[config.mk]
export PLATFORM = sky130hd
export DESIGN_NAME = asbt_sram_host
export DESIGN_NICKNAME = d
export VERILOG_FILES = /design/src/include/asbt_pkg.sv /design/src/logic/asbt_cycle_timer.sv /design/src/logic/asbt_sram_host.sv
export SDC_FILE = /design/constraint.sdc
export NUM_CORES = 1
export LEC_CHECK = 0
export BUFFER_PORTS_ARGS = -buffer_cell sky130_fd_sc_hd__buf_2
export CAP_MARGIN = 20
export CORE_MARGIN = 3
export CORE_UTILIZATION = 34
export DETAILED_ROUTE_END_ITERATION = 10
export GPL_ROUTABILITY_DRIVEN = 0
export PLACE_DENSITY = 0.7
export SETUP_SLACK_MARGIN = 0.4
export SYNTH_ARGS = -nofsm -noshare
export SYNTH_HDL_FRONTEND = slang
export SYNTH_SLANG_ARGS = --single-unit
[constraint.sdc]
create_clock -name sys_clk -period 2.3 [get_ports sys_clk]
set_input_delay 0.345 -clock sys_clk [delete_from_list [all_inputs] [get_ports sys_clk]]
set_output_delay 0.345 -clock sys_clk [all_outputs]
set_load 0.005 [all_outputs]
[src/include/asbt_pkg.sv]
// Package for the asynchronous static memory host controller.
// Assumes a single system clock at 40 MHz; all times are in ns.
package asbt_pkg;

  // ==========================================================
  // Geometry
  localparam int ADDR_W = 17;
  localparam int DATA_W = 8;

  // ==========================================================
  // Clock and timing (ns)
  localparam int CLK_PERIOD_NS = 25;
  localparam int T_ACCESS_FAST_NS = 45;   // Read/write cycle and access, fast grade
  localparam int T_ACCESS_SLOW_NS = 55;   // Same, slow grade
  localparam int T_ADDR_WEND_FAST_NS = 35;  // Address valid to write end
  localparam int T_ADDR_WEND_SLOW_NS = 40;
  localparam int T_DATA_SETUP_NS = 25;    // Data setup to write end
  localparam int T_OE_DATA_FAST_NS = 22;  // Output strobe to data valid
  localparam int T_OE_DATA_SLOW_NS = 25;
  localparam int T_RECOVERY_FAST_NS = 45; // Retention exit to first access
  localparam int T_RECOVERY_SLOW_NS = 55;

  // Least times round up to whole cycles
  function automatic int cyc_min(input int ns);
    int c;
    c = (ns + CLK_PERIOD_NS - 1) / CLK_PERIOD_NS;
    return (c < 1) ? 1 : c;
  endfunction

  // Slow grade figures are used: they cover the fast grade too
  localparam int CYC_ACCESS = cyc_min(T_ACCESS_SLOW_NS);
  localparam int CYC_WE_LOW = cyc_min(T_ADDR_WEND_SLOW_NS);
  localparam int CYC_DATA_SETUP = cyc_min(T_DATA_SETUP_NS);
  localparam int CYC_RECOVERY = cyc_min(T_RECOVERY_SLOW_NS);
  localparam int CYC_WR_GAP = 1;  // Deselected cycles after a write ends
  localparam int CNT_W = 4;

  // ==========================================================
  // Sequencer states
  typedef enum logic [2:0] {
    ASBT_IDLE,
    ASBT_RD,
    ASBT_WR,
    ASBT_WR_END,
    ASBT_GAP,
    ASBT_RET,
    ASBT_RECOVER
  } asbt_state_t;

endpackage

[src/logic/asbt_cycle_timer.sv]
// Down counter that times each phase of a bus cycle.
// Assumes the loader gives a count of at least one.
`timescale 1ns/1ps
module asbt_cycle_timer #(
  parameter int W = 4
) (
  // Clock and reset
  input wire logic sys_clk,
  input wire logic arst_n,
  // Control
  input wire logic load,
  input wire logic [W-1:0] load_val,
  // Status
  output logic done
);
  logic [W-1:0] cnt_q;
  logic [W-1:0] cnt_d;

  // ==========================================================
  // Next count: load wins, otherwise count down to zero
  always_comb begin
    cnt_d = cnt_q;
    if (load) begin
      cnt_d = load_val;
    end else if (cnt_q != '0) begin
      cnt_d = cnt_q - W'(1);
    end
  end

  always_ff @(posedge sys_clk or negedge arst_n) begin
    if (!arst_n) begin
      cnt_q <= '0;
    end else begin
      cnt_q <= cnt_d;
    end
  end

  // Done when the count reaches the last cycle of the phase
  assign done = (cnt_q == W'(1)) && !load;
endmodule

[src/logic/asbt_sram_host.sv]
// Host controller that drives a 128K x 8 asynchronous static memory.
// Assumes the memory pins are sampled and driven on sys_clk; the data
// pins are split into in, out and enable, resolved by the surroundings.
`timescale 1ns/1ps
// Notes on behaviour
// - Chip counts as selected only with low select low and high select high.
// - Write starts when all controls assert; any one released ends it.
// - Data setup and hold are timed to the edge ending the write.
// - Address held stable at least 40 ns before write end.
// - Address may change right at the write-ending edge.
// - Address valid no later than write start.
// - Write data driven at least 25 ns before write end.
// - Write data may be released at the write-ending edge.
// - Chip is deselected before supply drops into retention.
// - Wait at least 55 ns after retention before a new access.
// - Read keeps write strobe high; memory drives while selected and strobed.
// - Host never drives data pins while memory drives them.
module asbt_sram_host
  import asbt_pkg::*;
#(
  parameter int AW = asbt_pkg::ADDR_W,
  parameter int DW = asbt_pkg::DATA_W
) (
  // Clock and reset
  input wire logic sys_clk,
  input wire logic arst_n,
  // User request
  input wire logic req_valid,
  input wire logic req_write,
  input wire logic [AW-1:0] req_addr,
  input wire logic [DW-1:0] req_wdata,
  output logic req_ready,
  // User answer
  output logic rsp_valid,
  output logic [DW-1:0] rsp_rdata,
  // Data retention control
  input wire logic ret_req,
  output logic ret_safe,
  // Memory pins
  output logic [AW-1:0] mem_addr,
  output logic select_active_low_n,
  output logic select_active_high,
  output logic we_n,
  output logic oe_n,
  input wire logic [DW-1:0] mem_dq_in,
  output logic [DW-1:0] mem_dq_out,
  output logic mem_dq_oe
);
  import asbt_pkg::*;

  // ==========================================================
  // State
  asbt_state_t state_q, state_d;
  logic [AW-1:0] addr_q, addr_d;
  logic [DW-1:0] wdata_q, wdata_d;
  logic [DW-1:0] rdata_q, rdata_d;
  logic rsp_q, rsp_d;
  logic sel_q, sel_d;
  logic we_q, we_d;
  logic oe_q, oe_d;
  logic dq_oe_q, dq_oe_d;
  logic tmr_load;
  logic [CNT_W-1:0] tmr_val;
  logic tmr_done;

  // Phase timer shared by every state
  asbt_cycle_timer #(
    .W(CNT_W)
  ) u_timer (
    .sys_clk(sys_clk),
    .arst_n(arst_n),
    .load(tmr_load),
    .load_val(tmr_val),
    .done(tmr_done)
  );

  // Requests are only taken when idle and no retention is pending
  assign req_ready = (state_q == ASBT_IDLE) && !ret_req;

  // ==========================================================
  // Sequencer next state
  always_comb begin
    state_d = state_q;
    addr_d = addr_q;
    wdata_d = wdata_q;
    rdata_d = rdata_q;
    rsp_d = 1'b0;
    sel_d = sel_q;
    we_d = we_q;
    oe_d = oe_q;
    dq_oe_d = dq_oe_q;
    tmr_load = 1'b0;
    tmr_val = '0;
    case (state_q)
      ASBT_IDLE: begin
        if (ret_req) begin
          sel_d = 1'b0;
          state_d = ASBT_RET;
        end else if (req_valid) begin
          addr_d = req_addr;
          wdata_d = req_wdata;
          sel_d = 1'b1;
          tmr_load = 1'b1;
          if (req_write) begin
            we_d = 1'b1;
            // no contention, output strobe stays high
            oe_d = 1'b0;
            dq_oe_d = 1'b1;
            tmr_val = CNT_W'(CYC_WE_LOW);
            state_d = ASBT_WR;
          end else begin
            we_d = 1'b0;
            oe_d = 1'b1;
            dq_oe_d = 1'b0;
            tmr_val = CNT_W'(CYC_ACCESS);
            state_d = ASBT_RD;
          end
        end
      end
      ASBT_RD: begin
        if (tmr_done) begin
          // Sample after full access time; covers address and strobe delays
          rdata_d = mem_dq_in;
          rsp_d = 1'b1;
          oe_d = 1'b0;
          sel_d = 1'b0;
          state_d = ASBT_IDLE;
        end
      end
      ASBT_WR: begin
        if (tmr_done) begin
          we_d = 1'b0;
          state_d = ASBT_WR_END;
        end
      end
      ASBT_WR_END: begin
        dq_oe_d = 1'b0;
        sel_d = 1'b0;
        rsp_d = 1'b1;
        tmr_load = 1'b1;
        tmr_val = CNT_W'(CYC_WR_GAP);
        state_d = ASBT_GAP;
      end
      ASBT_GAP: begin
        if (tmr_done) begin
          state_d = ASBT_IDLE;
        end
      end
      ASBT_RET: begin
        if (!ret_req) begin
          tmr_load = 1'b1;
          tmr_val = CNT_W'(CYC_RECOVERY);
          state_d = ASBT_RECOVER;
        end
      end
      ASBT_RECOVER: begin
        if (tmr_done) begin
          state_d = ASBT_IDLE;
        end
      end
      default: begin
        state_d = ASBT_IDLE;
      end
    endcase
  end

  always_ff @(posedge sys_clk or negedge arst_n) begin
    if (!arst_n) begin
      state_q <= ASBT_IDLE;
      addr_q <= '0;
      wdata_q <= '0;
      rdata_q <= '0;
      rsp_q <= 1'b0;
      sel_q <= 1'b0;
      we_q <= 1'b0;
      oe_q <= 1'b0;
      dq_oe_q <= 1'b0;
    end else begin
      state_q <= state_d;
      addr_q <= addr_d;
      wdata_q <= wdata_d;
      rdata_q <= rdata_d;
      rsp_q <= rsp_d;
      sel_q <= sel_d;
      we_q <= we_d;
      oe_q <= oe_d;
      dq_oe_q <= dq_oe_d;
    end
  end

  // ==========================================================
  // Pin drive; both selects move together so the combined enable is clean
  // combined enable
  assign select_active_low_n = !sel_q;
  assign select_active_high = sel_q;
  assign we_n = !we_q;
  assign oe_n = !oe_q;
  // full 17-bit address, 8-bit data lanes
  assign mem_addr = addr_q;
  assign mem_dq_out = wdata_q;
  assign mem_dq_oe = dq_oe_q;
  assign rsp_valid = rsp_q;
  assign rsp_rdata = rdata_q;
  // Safe to lower supply only once parked and deselected
  assign ret_safe = (state_q == ASBT_RET) && !sel_q;
endmodule

==> Word-level counts from Yosys, hierarchy flattened <==
Index checks and enable logic that the tools add are counted.
{ "word_totals": {"reg_bits": 45, "inputBits": 38, "output_inout_bits": 41, "word_cells": 82} }
{ "op_classes": {"add_sub_neg": 1, "eq_ne": 14, "mux": 33, "bitwise": 1, "n_reduce_logical": 23} }
{ "op_table": {"columns": ["op", "n"], "rows": [
  ["3-bit two-way mux", 5],
  ["3-bit case mux with 5 select lines", 1],
  ["1-bit two-way mux", 14],
  ["4-bit AND reduction", 3],
  ["2-bit != test, second input constant", 5],
  ["3-bit equality test, second input constant", 3],
  ["3-bit AND reduction", 3],
  ["2-bit two-way mux", 4],
  ["4-bit two-way mux", 2],
  ["1-bit case mux with 2 select lines", 4],
  ["2-bit nonzero test", 4],
  ["3-bit by 2-bit equality test with 1-bit output, second input constant", 2],
  ["1-bit case mux with 3 select lines", 2],
  ["2-bit case mux with 3 select lines", 1],
  ["1-bit logical NOT", 5],
  ["4-bit by 1-bit equality test with 1-bit output, second input constant", 1],
  ["4-bit nonzero test", 1],
  ["4-bit by 1-bit subtractor with 4-bit output, second input constant", 1],
  ["3-bit by 1-bit equality test with 1-bit output, second input constant", 1],
  ["1-bit logical AND", 3],
  ["3-bit logical NOT", 1],
  ["3-bit != test, second input constant", 1],
  ["3-bit nonzero test", 1],
  ["3-bit OR reduction", 1],
  ["other kinds (3)", 3]
]} }

==> Logic depth before layout (Yosys ltp) <==
Gate-level depths: netlist of run 1.
{ "depth": {"ltp_word": 7, "mapped_depth": 6} }

==> Cells and area by module <==
Synthesis of run 1 repeated with hierarchy kept, for this count alone.
{ "hier_totals": {"cells_unflattened": 157, "hier_area_um2": 2104.5} }
{ "by_module_without_submodules": {"columns": ["mod", "instances", "cells_per_inst", "area_each_um2"], "rows": [
  ["asbt_sram_host", 1, 133, 1840.5],
  ["asbt_cycle_timer", 1, 24, 264.0]
]} }

==> Least setup slack after synthesis of run 1 <==
Ideal clock, no wire load.
{ "synth_timing": {"kind": "reg-to-reg", "from": "register u_timer.cnt_q[1]", "to": "register rdata_q[0], in the netlist rsp_rdata[0]", "setup_time_ns": 0.125, "t_arrival_ns": 1.739, "t_required_ns": 2.175, "slack_ns": 0.436, "stages_incl_launch_ff": 7, "n_path_buf": 1, "period_less_slack_ns": 1.864, "cell_sequence": "dfrtp_1 inv_1 ha_1 or3b_4 or3_1 buf_6 mux2_4"} }
{ "synth_via": {"elab_chain_cells": 3} }
{ "synth_rtl": {"columns": ["element", "line_no", "source"], "rows": [
  ["start: declaration", "asbt_cycle_timer.sv:16", "logic [W-1:0] cnt_q;"],
  ["start signal: assignment", "asbt_cycle_timer.sv:34", "cnt_q <= cnt_d;"],
  ["4-bit by 1-bit equality test with 1-bit output", "asbt_cycle_timer.sv:39", "assign done = (cnt_q == W'(1)) && !load;"],
  ["1-bit logical AND", "asbt_cycle_timer.sv:39", null],
  ["2-bit AND reduction (no source line)", null, null],
  ["end signal: assignment", "asbt_sram_host.sv:182", "rdata_q <= rdata_d;"],
  ["end: declaration", "asbt_sram_host.sv:56", "logic [DW-1:0] rdata_q, rdata_d;"]
]} }
Every way passes these cells.
A chain may end at the register's enable or synchronous reset.

==> Final worst setup path of run 1 <==
{ "layout_timing": {"from": "register u_timer.cnt_q[1]", "to": "register rdata_q[3], in the netlist rsp_rdata[3]"} }
Same word-level chain as after synthesis.

==> results of run 1 <==
sequential cells by signal, summed over array words and instances, names as in the netlist:
register,flops
mem_dq_oe,1
state_q,3
we_q,1
mem_dq_out,8
u_timer.cnt_q,4
rsp_rdata,8
select_active_high,1
mem_addr,17
oe_q,1
rsp_valid,1
report_power, final:
part	internal [mW]	total (mW)	leakage (nW)	switching (mW)
clock	0.326	0.586	0.0554	0.260
sequential	1.18	1.43	0.540	0.248
combinational	0.805	1.36	0.714	0.553
final timing paths:
path                                  to              from  cells after the start
hold reg to reg              mem_addr[6]       mem_addr[6]                      1
max in group asynchronous   mem_addr[13]            arst_n                      2
min in group sys_clk       mem_dq_out[2]      req_wdata[2]                      2
setup / recovery            rsp_rdata[3]  u_timer.cnt_q[1]                      5
setup reg to reg            rsp_rdata[3]  u_timer.cnt_q[1]                      5
hold / removal              rsp_rdata[6]            arst_n                      1
worst max-delay path, stage by stage (launching register included):
cell and delay (ns):
dfrtp_1 0.40, inv_2 0.09, ha_1 0.15, or3b_4 0.40, or3_4 0.40, mux2_4 0.32
through the flow:
stage / hold WS (ns) / instance area, sq um / cells / utilization
2_1_floorplan: 0.0494 / 1970 / 147 / -
3_3_place_gp: 0.441 / 2440 / 294 / 0.437
3_5_place_dp: 0.436 / 2440 / 294 / 0.437
4_1_cts: 0.111 / 2580 / 305 / 0.463
5_1_grt: 0.154 / 2590 / 306 / 0.465
6_report: 0.0915 / 2590 / 306 / 0.465
routing by layer:
metal,wire (microns),up-vias,global-route usage
li1,-,696,-
met1,1710,710,0.151
met2,1850,63,0.194
met3,341,4,0.0390
met4,38,0,0.0349
met5,0,-,0
cells by family (layout without fill, tap and decap cells):
logic type | count (synthesis) | after routing | synth area share
adder cells (fa/ha/maj) | 3 | 3 | 0.0190
AND/OR/NAND/NOR | 27 | 28 | 0.0793
multiplexers | 36 | 36 | 0.219
buffers and inverters | 14 | 100 | 0.0323
XOR/XNOR | 1 | 1 | 0.00444
AO/OA/AOI/OAI | 21 | 21 | 0.0755
flip-flops | 45 | 45 | 0.571
Yosys cell counts, types with 2 or more instances:
library cell,number,area [sq um]
inv_1,9,33.8
o221ai_1,2,17.5
or3_1,2,12.5
o211ai_1,2,15.0
mux2_2,25,282
nand2_1,3,11.3
a21boi_0,2,15.0
mux2_4,8,120
nor3_1,5,25.0
o21ai_0,3,15.0
nand2b_1,2,12.5
dfrtp_1,45,1130
nor2b_1,2,12.5
nor2_1,4,15.0
ha_1,3,37.5
a21oi_1,5,25.0
buf_2,3,15.0
or2_2,2,12.5
nor3b_1,2,15.0
mux2i_1,3,30.0
what timing repair did:
action / 4_1_cts / 5_1_grt
setup buffers: 2 / 1
endpoints found under the setup margin: 9 / 9
pin swaps: 1 / 2
resized for setup: 3 / 1
cloned: 1 / 0
layout make-up:
class,instances,area share
sequential,45,0.434
clock inverter,2,0.0150
multi-input combinational,89,0.310
clock buffer,6,0.0280
tap,72,0.0347
inverter,9,0.0130
timing repair buffer,83,0.165
==> reports/qor.txt, run 1 <==
Hold Path Class: input port to asynchronous set/reset pin
required time of the critical path: 2.47 ns
Starting DRT DRC Count: 124
Worst R2R Setup Slack: 0.44 ns
Port Buffers: 78
GRT overflow: 0
number of global-route vias before repair: 1311
Multi-input gate area: 805 sq um
Fin Setup TNS: 0 ns
I/O Pins: 79
Hold-fix buffers, CTS: 0
post-synth cell types: 35
Die H: 82.2 microns
Worst VDD drop: 0.486 mV
# DRC: 0
GRT Total Usage: 0.119
DR vias: 1473
antenna diode count: 0
critical path arrival: 2.04 ns
net total in the final layout: 274
Final HPWL DP: 2950 microns
actual slew at the worst max-slew pin: 0.698 ns
Worst Slack Setup Final: 0.437 ns
Synthesized Nets: 188
RSZ-0062 raised after global routing: false
status: finished, final reports clean
crit end category: flip-flop
pin count of the biggest net entering global routing: 34
max cap viols: 0
async set or reset register ratio after synthesis: 1.00
TritonCTS Buffers: 5
Die X: 82.2 microns
# H-tree levels: 2
CTS tree: done
Crit Path Max Fanout: 5
final setup fails: 0
Top FF cell, synth: dfrtp_1
crit path time final: 1.86 ns
Slew HR: 0.535
post-route clock period utilization: 0.810
Hold Violations, Final: 0
Longest Clk Path Bufs: 2
Starting Density: 0.354
Detail Route Antenna Nets: 0
critical path startpoint category: flip-flop
Max Fclk: 537 MHz
share of cells above drive strength 1: 0.560
Setup CP Type: flip-flop to flip-flop
commonest non-fill, non-tap cells in the layout: buf_2, dfrtp_1, mux2_2
Final Max Tran Viols: 0
clk root buf: clkbuf_8
number of synthesized flops with an enable pin: 0
Pre-antenna DRT Iters: 4
FF/Latch Area: 1130 sq um
per-cell routed wire length: 12.9 microns
P_leak: 1.31 nW
final WL: 3940 microns
Worst-path clk slew: 0.09 ns
area delta synth->final: 31.5%
Mapped Area: 1970 sq um
Seq cells post-synth: 45
DR vias/cell: 4.81
clock tree sinks: 45
dpl ws: 0.185 ns
Die ar.: 6750 sq um
first-pass GRT wire length: 6220 microns
post-synthesis sequential area ratio: 0.571
core footprint: 5570 sq um
Cell Pwr Density: 1300 nW/um^2
Max Clock Skew: 0.00613 ns
antenna violations before repair: 0
Total Power: 3.37 mW
Mapped Cells: 147
row cnt: 27
most common cell after layout, fill and taps aside: buf_2
yosys synthesis warning count: 0
worst-skew pair later-pin latency: 0.29 ns
syn_area_per_cell: 13.4 sq um
fill cell count: 544
Power figures use the tool's default switching activity.
==> run 2: changes to the inputs <==
clock period = 1.9 ns   (was 2.3 ns; I/O delays follow)
==> run 2 against run 1 <==
  * Core utilization up 6.0 points
  * Total power up 39%
  * Clock skew barely moved
  * Flip-flop and latch count did not move
==> reports/qor.txt, run 2 (synthesis gave the netlist of run 1 again) <==
Worst Slack Setup Final: 0.0348 ns (-0.403 ns)
row cnt: 27 (unchanged)
Clock Power Share: 0.159 (-0.015)
dpl cells: 300 (+2.0%)
non-filler cells, final: 318 (+3.9%)
Starting Density: 0.354 (unchanged)
Multi-input gate area: 961 sq um (+19%)
antenna violations before repair: 0 (unchanged)
# DRC: 0 (unchanged)
combinational group share of total power: 0.468 (+0.066)
Worst R2R Setup Slack: 0.03 ns (-0.40 ns)
crit path time final: 1.87 ns (+0.00251 ns)
TritonCTS Buffers: 5 (unchanged)
# H-tree levels: 2 (unchanged)
R2R depth: 6 (+1)
Crit Path Max Fanout: 9 (+4)
antenna diode count: 0 (unchanged)
first-pass GRT wire length: 6510 microns (+4.8%)
Switch Pwr: 1.51 mW (+43%)
post-route clock period utilization: 0.982 (+0.172)
crit end category: flip-flop
Detail Route Antenna Nets: 0 (unchanged)
sw frac: 0.323 (+0.00864)
Worst VDD drop: 0.587 mV (+21%)
Worst Hold Path EP: mem_addr[14]
GRT overflow: 0 (unchanged)
FF/Latch Area: 1130 sq um (+0.33%)
Fin Setup TNS: 0 ns (unchanged)
actual slew at the worst max-slew pin: 0.554 ns (-0.144 ns)
critical path arrival: 2.05 ns (about the same)
Die H: 82.2 microns (unchanged)
RSZ-0062 raised after global routing: true
CP top delay family: simple AND/OR/NAND/NOR gates
Hold Path Class: input port to flip-flop
Setup CP Type: flip-flop to flip-flop
hold path startpoint: req_addr[14]
P_leak: 1.48 nW (+13%)
slowest stage delay, CP: 0.40 ns (about the same)
Starting DRT DRC Count: 34 (-73%)
Critical path buffers and inverters: 2 (+1)
worst-skew pair later-pin latency: 0.29 ns (about the same)
reg2reg end: rsp_rdata[4]
clock tree sinks: 45 (unchanged)
clk root buf: clkbuf_8
Die ar.: 6750 sq um (unchanged)
Slew HR: 0.631 (+0.0960)
GRT Total Usage: 0.124 (+0.00498)
Worst-path clk slew: 0.08 ns (about the same)
net total in the final layout: 286 (+4.4%)
Hold Violations, Final: 0 (unchanged)
Longest Clk Path Bufs: 2 (unchanged)
DR vias: 1532 (+4.0%)
status: finished, final reports clean
max cap viols: 0 (unchanged)
max reg flops: 17 (unchanged)
share of cells above drive strength 1: 0.630 (+0.0703)
Pre-antenna DRT Iters: 4 (unchanged)
area delta synth->final: 48.4%
commonest non-fill, non-tap cells in the layout: buf_2, dfrtp_1, mux2_4
Final HPWL DP: 3120 microns (+5.8%)
number of global-route vias before repair: 1460 (+11%)
Final Max Tran Viols: 0 (unchanged)
Die X: 82.2 microns (unchanged)
most common cell after layout, fill and taps aside: buf_2
Worst Hold Path Cells: 2
final WL: 4730 microns (+20%)
critical path startpoint category: flip-flop
dpl ws: 0.0201 ns (-0.165 ns)
CTS tree: done
fill cell count: 486 (-11%)
DR vias/cell: 4.82 (about the same)
R2R Path Start: u_timer.cnt_q[1]
required time of the critical path: 2.08 ns (-0.39 ns)
Cell Pwr Density: 1600 nW/um^2 (+23%)
crit path cell chain: inv_2 > ha_4 > or3b_4 > or3_1 > buf_6 > mux2_4
per-cell routed wire length: 14.9 microns (+16%)
Flop pwr share: 0.373 (-0.051)
pin count of the biggest net entering global routing: 26 (-24%)
slowest stage cell, crit path: dfrtp_1
Post-Route Utilization: 0.525 (+0.0599)
core footprint: 5570 sq um (unchanged)
I/O Pins: 79 (unchanged)
Internal Power: 3.17 mW (+37%)
Port Buffers: 78 (unchanged)
final setup fails: 0 (unchanged)
Max Clock Skew: 0.00566 ns (-0.000470 ns)
Max Fclk: 536 MHz (-0.13%)
## run 2: cell count changes in the layout (fill, tap and decap cells not counted), moves of 2 or more
cell / previous run / this run
mux2_4: 8 / 21
dfrtp_2: 0 / 3
nor3_4: 0 / 2
buf_4: 5 / 9
mux2_2: 25 / 12
clkbuf_16: 0 / 2
buf_12: 0 / 2
a21oi_1: 5 / 2
dfrtp_1: 45 / 42
a21oi_4: 0 / 2
buf_6: 0 / 3
ha_4: 0 / 2
ha_1: 3 / 1
## run 2: power groups by stage
stage	Combinational (mW)	Sequential, mW	Clock (mW)
2_1_floorplan	0.989	1.73	0
3_3_place_gp	1.69	1.72	0
3_5_place_dp	1.73	1.73	0
4_1_cts	1.82	1.72	0.768
5_1_grt	2.42	1.81	0.807
6_report	2.19	1.75	0.743
## run 2: how the worst max path moves through the flow
stage / start / endpoint / slack [ns] / depth (start not counted)
floorplan: u_timer.cnt_q[1] / rsp_rdata[0] / 0.07 / 6
global placement: u_timer.cnt_q[1] / rsp_rdata[6] / 0.07 / 6
detailed placement: u_timer.cnt_q[1] / rsp_rdata[4] / 0.02 / 6
CTS: u_timer.cnt_q[1] / rsp_rdata[4] / 0.03 / 6
global route: u_timer.cnt_q[1] / rsp_rdata[4] / -0.02 / 6
finish: u_timer.cnt_q[1] / rsp_rdata[4] / 0.03 / 6
## run 2: layer usage
| metal | up-vias | track usage | routed length, microns |
|---|---|---|---|
| li1 | 717 | - | - |
| met1 | 750 | 0.150 | 2030 |
| met2 | 60 | 0.212 | 2330 |
| met3 | 5 | 0.0369 | 330 |
| met4 | 0 | 0.0399 | 37 |
| met5 | - | 0 | 0 |
## run 2: final cells by class
| cell class | count | share of cell area |
|---|---|---|
| clock buffer | 7 | 0.0295 |
| inverter | 9 | 0.0115 |
| timing repair buffer | 96 | 0.204 |
| clock inverter | 1 | 0.0103 |
| sequential | 45 | 0.386 |
| multi-input combinational | 88 | 0.328 |
| tap | 72 | 0.0308 |
## run 2: metrics by stage
step / cell area (sq um) / power (mW) / hold WS, ns
after floorplan: 1990 / 2.71 / -0.0106
after global placement: 2510 / 3.40 / 0.289
after detailed placement: 2510 / 3.46 / 0.306
after CTS: 2700 / 4.31 / 0.209
after global routing: 2930 / 5.04 / 0.208
final: 2930 / 4.68 / 0.220
## run 2: timing repair
item | CTS | global route
gates cloned | 0 | 2
hold buffers | 1 | 0
gates resized for setup | 12 | 33
pin swaps | 1 | 6
endpoints found under the hold margin | 21 | 0
buffers inserted | 3 | 4
endpoints found under the setup margin | 37 | 18
